### src/core/spx_regs.vh
`ifndef SPX_REGS_VH
`define SPX_REGS_VH

// Register offsets, word addressed
`define SPX_LOCK_STATUS_OFS  16'hF600
`define SPX_CONTROL_OFS      16'hF601
`define SPX_DECODE_OFS       16'hF602
`define SPX_COMPR_CODE_OFS   16'hF603
`define SPX_INT_STATUS_OFS   16'hF610
`define SPX_INT_MASK_OFS     16'hF611

// Reset values
`define SPX_CONTROL_RST      4'h0
`define SPX_DECODE_RST       10'h000
`define SPX_COMPR_CODE_RST   16'h0000
`define SPX_INT_MASK_RST     3'h0

// Control field positions
`define SPX_CTL_QUICK_BIT    3
`define SPX_CTL_HOLD_BIT     2
`define SPX_CTL_WLEN_HI      1
`define SPX_CTL_WLEN_LO      0

// Word length select codes
`define SPX_WLEN_SEL_24      2'h0
`define SPX_WLEN_SEL_20      2'h1
`define SPX_WLEN_SEL_16      2'h2
`define SPX_WLEN_SEL_AUTO    2'h3

// Word lengths in bits
`define SPX_WLEN_24          5'h18
`define SPX_WLEN_20          5'h14
`define SPX_WLEN_16          5'h10

// Decode status field positions
`define SPX_DEC_RIGHT_HI     9
`define SPX_DEC_RIGHT_LO     6
`define SPX_DEC_LEFT_HI      5
`define SPX_DEC_LEFT_LO      2
`define SPX_DEC_FAMILY_BIT   1
`define SPX_DEC_KIND_BIT     0

// Interrupt status bit positions
`define SPX_INT_GAINED_BIT   0
`define SPX_INT_LOST_BIT     1
`define SPX_INT_DECODE_BIT   2

// Consecutive valid samples needed for lock
`define SPX_LOCK_COUNT_NORMAL 7'h40
`define SPX_LOCK_COUNT_QUICK  7'h08

`endif

### src/core/spx_lock_detect.v
`timescale 1ns/10ps
`include "spx_regs.vh"

// Counts consecutive valid samples and declares lock or loss of lock
module spx_lock_detect #(
   parameter [6:0] NORMAL_COUNT = `SPX_LOCK_COUNT_NORMAL,
   parameter [6:0] QUICK_COUNT  = `SPX_LOCK_COUNT_QUICK
) (
   input  wire       ref_clk_i,
   input  wire       reset_n_i,
   input  wire       quick_acquire_i,
   input  wire       sample_strobe_i,
   input  wire       sample_ok_i,
   output wire       locked_o,
   output reg        lock_gained_o,
   output reg        lock_lost_o
);

   localparam [1:0] ST_HUNT   = 2'b01;
   localparam [1:0] ST_LOCKED = 2'b10;

   reg [1:0] state_q;
   reg [6:0] count_q;
   wire [6:0] threshold;

   // Eight samples in quick mode, sixty-four otherwise
   assign threshold = quick_acquire_i ? QUICK_COUNT : NORMAL_COUNT;
   assign locked_o  = state_q[1];

   // Hunt and lock state machine
   always @(posedge ref_clk_i) begin
      if (!reset_n_i) begin
         state_q       <= ST_HUNT;
         count_q       <= 7'h00;
         lock_gained_o <= 1'b0;
         lock_lost_o   <= 1'b0;
      end else begin
         lock_gained_o <= 1'b0;
         lock_lost_o   <= 1'b0;
         case (state_q)
            ST_HUNT: begin
               if (sample_strobe_i) begin
                  if (!sample_ok_i) begin
                     count_q <= 7'h00;
                  end else if (count_q + 7'h01 >= threshold) begin
                     count_q       <= 7'h00;
                     state_q       <= ST_LOCKED;
                     lock_gained_o <= 1'b1;
                  end else begin
                     count_q <= count_q + 7'h01;
                  end
               end
            end
            ST_LOCKED: begin
               // A single bad sample drops lock
               if (sample_strobe_i && !sample_ok_i) begin
                  state_q     <= ST_HUNT;
                  lock_lost_o <= 1'b1;
               end
            end
            default: begin
               state_q <= ST_HUNT;
               count_q <= 7'h00;
            end
         endcase
      end
   end

endmodule // spx_lock_detect

### src/core/spx_rx_regs.v
`timescale 1ns/10ps
`include "spx_regs.vh"

module spx_rx_regs #(
   parameter [6:0] NORMAL_COUNT = `SPX_LOCK_COUNT_NORMAL,
   parameter [6:0] QUICK_COUNT  = `SPX_LOCK_COUNT_QUICK
) (
   input  wire        ref_clk_i,
   input  wire        reset_n_i,
   // Register port
   input  wire [15:0] reg_addr_i,
   input  wire [15:0] reg_wdata_i,
   input  wire        reg_wr_i,
   input  wire        reg_rd_i,
   output reg  [15:0] reg_rdata_o,
   // From the biphase decoder, same clock
   input  wire        sample_strobe_i,
   input  wire        sample_ok_i,
   input  wire        frame_tick_i,
   input  wire        info_strobe_i,
   input  wire [3:0]  right_detected_width_i,
   input  wire [3:0]  left_detected_width_i,
   input  wire        compressed_i,
   input  wire        compression_family_i,
   input  wire [15:0] compression_code_i,
   input  wire [4:0]  status_word_length_i,
   // To the audio path
   output reg         frame_clock_o,
   output reg         audio_mute_o,
   output reg  [4:0]  word_length_o,
   output wire        locked_o,
   output wire        irq_o
);

   reg  [3:0]  control_q;
   reg  [9:0]  decode_q;
   reg  [15:0] compression_code_q;
   wire [2:0]  int_status_q;
   reg  [2:0]  int_mask_q;
   reg         ever_locked_q;
   reg  [15:0] rdata_d;
   reg  [4:0]  word_length_d;
   reg         frame_clock_d;
   wire        locked;
   wire        lock_gained;
   wire        lock_lost;
   wire [2:0]  int_events;
   wire        status_read;
   wire        quick_acquire;
   wire        frame_clock_hold_policy;
   wire [1:0]  word_length_select;
   wire [9:0]  decode_d;
   wire        sel_lock;
   wire        sel_control;
   wire        sel_decode;
   wire        sel_compr_code;
   wire        sel_int_status;
   wire        sel_int_mask;

   // Maps the detected code to bits, zero for unknown codes
   function [4:0] code_to_bits;
      input [3:0] code;
      begin
         case (code)
            4'h2:    code_to_bits = 5'h10;
            4'hC:    code_to_bits = 5'h11;
            4'h4:    code_to_bits = 5'h12;
            4'h8:    code_to_bits = 5'h13;
            4'hA:    code_to_bits = 5'h14;
            4'hD:    code_to_bits = 5'h15;
            4'h5:    code_to_bits = 5'h16;
            4'h9:    code_to_bits = 5'h17;
            4'hB:    code_to_bits = 5'h18;
            4'h3:    code_to_bits = 5'h14;
            default: code_to_bits = 5'h00;
         endcase
      end
   endfunction

   // True when the bus address selects the given register offset
   function addr_hit;
      input [15:0] addr;
      input [15:0] offset;
      begin
         addr_hit = (addr == offset);
      end
   endfunction

   assign quick_acquire           = control_q[`SPX_CTL_QUICK_BIT];
   assign frame_clock_hold_policy = control_q[`SPX_CTL_HOLD_BIT];
   assign word_length_select      = control_q[`SPX_CTL_WLEN_HI:`SPX_CTL_WLEN_LO];

   // Register selects, shared by the write, clear and read paths
   assign sel_lock       = addr_hit(reg_addr_i, `SPX_LOCK_STATUS_OFS);
   assign sel_control    = addr_hit(reg_addr_i, `SPX_CONTROL_OFS);
   assign sel_decode     = addr_hit(reg_addr_i, `SPX_DECODE_OFS);
   assign sel_compr_code = addr_hit(reg_addr_i, `SPX_COMPR_CODE_OFS);
   assign sel_int_status = addr_hit(reg_addr_i, `SPX_INT_STATUS_OFS);
   assign sel_int_mask   = addr_hit(reg_addr_i, `SPX_INT_MASK_OFS);

   // Lock detection
   spx_lock_detect #(
      .NORMAL_COUNT (NORMAL_COUNT),
      .QUICK_COUNT  (QUICK_COUNT)
   ) u_lock (
      .ref_clk_i       (ref_clk_i),
      .reset_n_i       (reset_n_i),
      .quick_acquire_i (quick_acquire),
      .sample_strobe_i (sample_strobe_i),
      .sample_ok_i     (sample_ok_i),
      .locked_o        (locked),
      .lock_gained_o   (lock_gained),
      .lock_lost_o     (lock_lost)
   );

   assign locked_o = locked;

   // Control register, only the four defined bits are stored
   always @(posedge ref_clk_i) begin
      if (!reset_n_i) begin
         control_q <= `SPX_CONTROL_RST;
      end else if (reg_wr_i && sel_control) begin
         control_q <= reg_wdata_i[3:0];
      end
   end

   // Interrupt mask register, same layout as the status
   always @(posedge ref_clk_i) begin
      if (!reset_n_i) begin
         int_mask_q <= `SPX_INT_MASK_RST;
      end else if (reg_wr_i && sel_int_mask) begin
         int_mask_q <= reg_wdata_i[2:0];
      end
   end

   // Packed decode status from the decoder
   assign decode_d = {right_detected_width_i,
                      left_detected_width_i,
                      compression_family_i,
                      compressed_i};

   // Stream information captured when the decoder presents it
   always @(posedge ref_clk_i) begin
      if (!reset_n_i) begin
         decode_q           <= `SPX_DECODE_RST;
         compression_code_q <= `SPX_COMPR_CODE_RST;
      end else if (info_strobe_i) begin
         decode_q           <= decode_d;
         compression_code_q <= compression_code_i;
      end
   end

   // Remembers whether lock was ever reached since reset
   always @(posedge ref_clk_i) begin
      if (!reset_n_i) begin
         ever_locked_q <= 1'b0;
      end else if (lock_gained) begin
         ever_locked_q <= 1'b1;
      end
   end

   // Frame clock gating by hold policy
   always @* begin
      if (frame_clock_hold_policy) begin
         frame_clock_d = frame_tick_i & locked;
      end else begin
         frame_clock_d = frame_tick_i & (locked | ever_locked_q);
      end
   end

   // Effective word length
   always @* begin
      case (word_length_select)
         `SPX_WLEN_SEL_24: word_length_d = `SPX_WLEN_24;
         `SPX_WLEN_SEL_20: word_length_d = `SPX_WLEN_20;
         `SPX_WLEN_SEL_16: word_length_d = `SPX_WLEN_16;
         default:          word_length_d = status_word_length_i;
      endcase
   end

   // Audio path outputs
   always @(posedge ref_clk_i) begin
      if (!reset_n_i) begin
         frame_clock_o <= 1'b0;
         audio_mute_o  <= 1'b1;
         word_length_o <= `SPX_WLEN_24;
      end else begin
         frame_clock_o <= frame_clock_d;
         audio_mute_o  <= ~locked;
         word_length_o <= word_length_d;
      end
   end

   // Interrupt events: lock gained, lock lost, changed decode status
   assign int_events  = {info_strobe_i & (decode_d != decode_q), lock_lost, lock_gained};
   assign status_read = reg_rd_i && sel_int_status;

   // Sticky status, one flag per event, cleared by read
   genvar ev;
   generate
      for (ev = 0; ev < 3; ev = ev + 1) begin : g_sticky
         reg flag_q;
         always @(posedge ref_clk_i) begin
            if (!reset_n_i) begin
               flag_q <= 1'b0;
            end else if (int_events[ev]) begin
               flag_q <= 1'b1;   // A new event wins over a same-cycle clear
            end else if (status_read) begin
               flag_q <= 1'b0;
            end
         end
         assign int_status_q[ev] = flag_q;
      end
   endgenerate

   assign irq_o = |(int_status_q & int_mask_q);

   // Read decode, reserved bits read zero
   always @* begin
      if (sel_lock) begin
         rdata_d = {15'h0000, locked};
      end else if (sel_control) begin
         rdata_d = {12'h000, control_q};
      end else if (sel_decode) begin
         rdata_d = {6'h00, decode_q};
      end else if (sel_compr_code) begin
         rdata_d = compression_code_q;
      end else if (sel_int_status) begin
         rdata_d = {13'h0000, int_status_q};
      end else if (sel_int_mask) begin
         rdata_d = {13'h0000, int_mask_q};
      end else begin
         rdata_d = 16'h0000;
      end
   end

   // Read data valid the cycle after the strobe only
   always @(posedge ref_clk_i) begin
      if (!reset_n_i) begin
         reg_rdata_o <= 16'h0000;
      end else if (reg_rd_i) begin
         reg_rdata_o <= rdata_d;
      end else begin
         reg_rdata_o <= 16'h0000;
      end
   end

endmodule // spx_rx_regs

### config.mk
export PLATFORM = sky130hd
export DESIGN_NAME = spx_rx_regs
export DESIGN_NICKNAME = d
export VERILOG_FILES = /design/src/core/spx_lock_detect.v /design/src/core/spx_rx_regs.v
export VERILOG_INCLUDE_DIRS = /design/src /design/src/core
export SDC_FILE = /design/constraint.sdc
export NUM_CORES = 1
export LEC_CHECK = 0
export BUFFER_PORTS_ARGS = -buffer_cell sky130_fd_sc_hd__buf_2
export CAP_MARGIN = 20
export CELL_PAD_IN_SITES_DETAIL_PLACEMENT = 1
export CELL_PAD_IN_SITES_GLOBAL_PLACEMENT = 2
export CORE_ASPECT_RATIO = 0.5
export CORE_MARGIN = 2
export CORE_UTILIZATION = 30
export DETAILED_ROUTE_END_ITERATION = 10
export PLACE_DENSITY = 0.86
export SYNTH_ARGS = -nofsm -noshare
export SYNTH_HDL_FRONTEND = slang
export SYNTH_SLANG_ARGS = --single-unit
### constraint.sdc
create_clock -name ref_clk_i -period 2.47 [get_ports ref_clk_i]
set_clock_uncertainty 0.15 [all_clocks]
set_input_delay 0.494 -clock ref_clk_i [delete_from_list [all_inputs] [get_ports ref_clk_i]]
set_output_delay 0.494 -clock ref_clk_i [all_outputs]
set_load 0.1 [all_outputs]
==> metrics <==
Final min period approximately 2.3 ns; n_diodes 0; Post-CTS Hold Fix Bufs 0; Initial DRC Count 71; Final Setup Violations 0; crit end category register; delay-heaviest family, CP compound AO/OA/AOI/OAI gates; vias in the first global route around 2500; P&R area growth vs syn 31.9%; Cell Chain, Critical Path nand3_1 -> and2_1 -> nor2_1 -> ha_1 -> o211a_1 -> o32ai_2 -> nor2b_1 -> a31oi_1 -> o31a_1 -> nor2b_1; CTS Buf Count 9; fmax between 400 and 500 MHz; crit-path max FO 5; Clock Path Buffers 2; yosys warns 0; Hold Fails Final Rpt 0; met1 WL around 3.6 mm; post-synthesis simple-gate area fraction about 24%; leakage 0.00175 uW; routed wl met3 around 370 um; post-synth cell types 52; slowest cell on the critical path dfxtp_2; worst hold start status_word_length_i[4]; clock latency on the worst-skew pair about 0.34 ns; Post-Route WL just under 8 mm; RSZ-0062 raised after global routing no; fill count roughly 1200; Starting Density between 30% and 40%; Rows 26; xor/xnor share of the synthesized area 3.13%; vias after detailed routing roughly 2600; top_reg_cell synth dfxtp_1; Worst Path Buf+Inv 0; layout cells sized above 1 roughly 29%; first-pass GRT wire length 12.6 mm; Synth Area in Compound Gates between 10% and 20%; post_cts resized 0; GR Overflow Total 0; Fin Hold WS between 0.15 and 0.2 ns; Mapped Nets 392; Avg Synthesized Cell Area approximately 9.7 um^2; Worst EP required 2.59 ns; multi-input logic area about 1600 um^2; largest family of logic cells by synthesized area simple AND/OR/NAND/NOR gates; critical path arrival ~2.4 ns; Max-cap violations 0; Cells after Synth roughly 320; Setup Buffers After CTS 0; # clock sinks 71; nets roughly 500; Crit path largest cell delay 0.36 ns; GPL Wtd Cong around 0.80; antenna-violating nets left 0; Startpoint Class register; DRT Pass-1 Iters 4; Die Y about 76 um; drt wl/cell 14.1 um; sequential cell area roughly 1400 um^2; post-DP HPWL about 5.7 mm; DR top layer met4; P per Cell Area roughly 690 nW/um^2; number of synthesized flops with an enable pin 0; wire length on met2 3.72 mm; fin crit share just over 90%; clk slew on worst S/H paths 0.06 ns; Root Buffer clkbuf_16; IO Port Bufs 83; chip width 147 um; H-tree depth 3; antenna violations before repair 0; Die Area 11100 um^2; Async SR Flop Fraction 0%; gr usage total approximately 15%; Seq/Total Area, Yosys 46.1%; status complete, no violations; core area 10100 um^2; multiplexer share of the synthesized area between 10% and 20%; fraction of the mapped netlist area in adder cells 1.22%; relative slew slack a little over 50%; reg2reg start u_lock.count_q[0]; Hold WC Path Type input pin to register; CP startpoint u_lock.count_q[0]; Setup CP Type register to register; overall power 2810 uW; mapped cell area ~3100 um^2; Least-Margin Pin Slew 0.719 ns; Slew Viols, Final 0; pin count of the biggest net entering global routing 28; critical path's most frequent cell nor2b_1; CTS tree built; DRC violations left 0; VDD IR max roughly 0.35 mV; Seq cells post-synth approximately 70; I/O pins between 90 and 100; TNS Setup 0 ns; DR vias/cell about 4.7
==> kinds of logic (layout without fill, tap and decap cells) <==
group                    Yosys count  in the layout
AND/OR/NAND/NOR                  127            127
flip-flops                        71             71
AO/OA/AOI/OAI                     53             53
multiplexers                      35             35
buffers and inverters             18            117
XOR/XNOR                          11             11
adder cells (fa/ha/maj)            3              3
==> Yosys cell counts, types with 3 or more instances <==
| master | count | area share [%] |
|---|---|---|
| nand4b_1 | 3 | 0.85 |
| ha_1 | 3 | 1.2 |
| and2_1 | 7 | 1.4 |
| nand3_1 | 13 | 2.1 |
| dfxtp_1 | 71 | 46 |
| o21ai_0 | 13 | 2.1 |
| a21oi_1 | 12 | 1.9 |
| buf_1 | 3 | 0.37 |
| inv_1 | 5 | 0.61 |
| nor2_1 | 14 | 1.7 |
| mux2i_1 | 35 | 11 |
| o21a_1 | 4 | 0.97 |
| nand2_1 | 26 | 3.2 |
| a21boi_0 | 6 | 1.5 |
| clkbuf_1 | 8 | 0.97 |
| xnor2_1 | 9 | 2.6 |
| nor2b_1 | 37 | 7.5 |
| nand2b_1 | 3 | 0.61 |
==> cell usage in the layout (no fill, tap or decap), drive strengths merged, types with 4 or more instances in the layout <==
| cell | instances |
|---|---|
| dfxtp | 71 |
| nand2 | 26 |
| a21oi | 12 |
| and2 | 8 |
| inv | 8 |
| nor2 | 14 |
| nor2b | 37 |
| o21ai | 13 |
| a21boi | 6 |
| o21a | 4 |
| mux2i | 35 |
| buf | 96 |
| clkbuf | 9 |
| xnor2 | 9 |
| nand3 | 14 |
==> stage by stage <==
stage,utilization (%),cell area (um^2),setup slack [ns],instances
final,40.3,4060,0.173,557
after global routing,40.3,4060,0.0287,557
after CTS,40.1,4040,0.0588,557
after detailed placement,36.8,3720,0.0666,541
after global placement,36.8,3720,0.0884,541
after floorplan,-,3080,0.210,318
==> per-layer routing <==
layer  track usage [%]  vias to the layer above
li1                  -                     1302
met1              18.0                     1232
met2              24.8                       49
met3              5.03                        8
met4              5.66                        0
met5                 0                        -
==> layout make-up <==
cell class	instances	area share, %
Multi-Input combinational cell	229	39.5
Sequential cell	71	35.0
Timing Repair Buffer	96	12.6
Clock buffer	9	5.54
Tap cell	140	4.31
Clock inverter	7	2.52
Inverter	5	0.462
==> sequential cells by signal (all words and copies together) (netlist names) <==
| name | flops |
|---|---|
| u_lock.count_q | 7 |
| frame_clock_o | 1 |
| ever_locked_q | 1 |
| u_lock.lock_gained_o | 1 |
| u_lock.lock_lost_o | 1 |
| reg_rdata_o | 16 |
| compression_code_q | 16 |
| decode_q | 10 |
| int_mask_q | 3 |
| audio_mute_o | 1 |
| g_sticky.flag_q | 3 |
| word_length_o | 5 |
| u_lock.state_q | 2 |
| control_q | 4 |
==> power breakdown <==
part | total [uW] | internal, uW | switching (uW) | leakage [uW]
Sequential | 1190 | 1170 | 20.2 | 0.000579
Clock | 1430 | 896 | 532 | 0.000157
Combinational | 189 | 97.7 | 91.4 | 0.00101
==> worst paths after layout <==
| check | endpoint | depth (start not counted) | slack [ns] |
|---|---|---|---|
| worst max register to register | u_lock.count_q[1] | 10 | 0.17 |
| worst min-delay path | word_length_o[4] | 2 | 0.20 |
| worst max-delay path | u_lock.count_q[1] | 10 | 0.17 |
| worst min register to register | ever_locked_q | 1 | 0.31 |
Note: power is estimated with default switching activity, not from simulation.
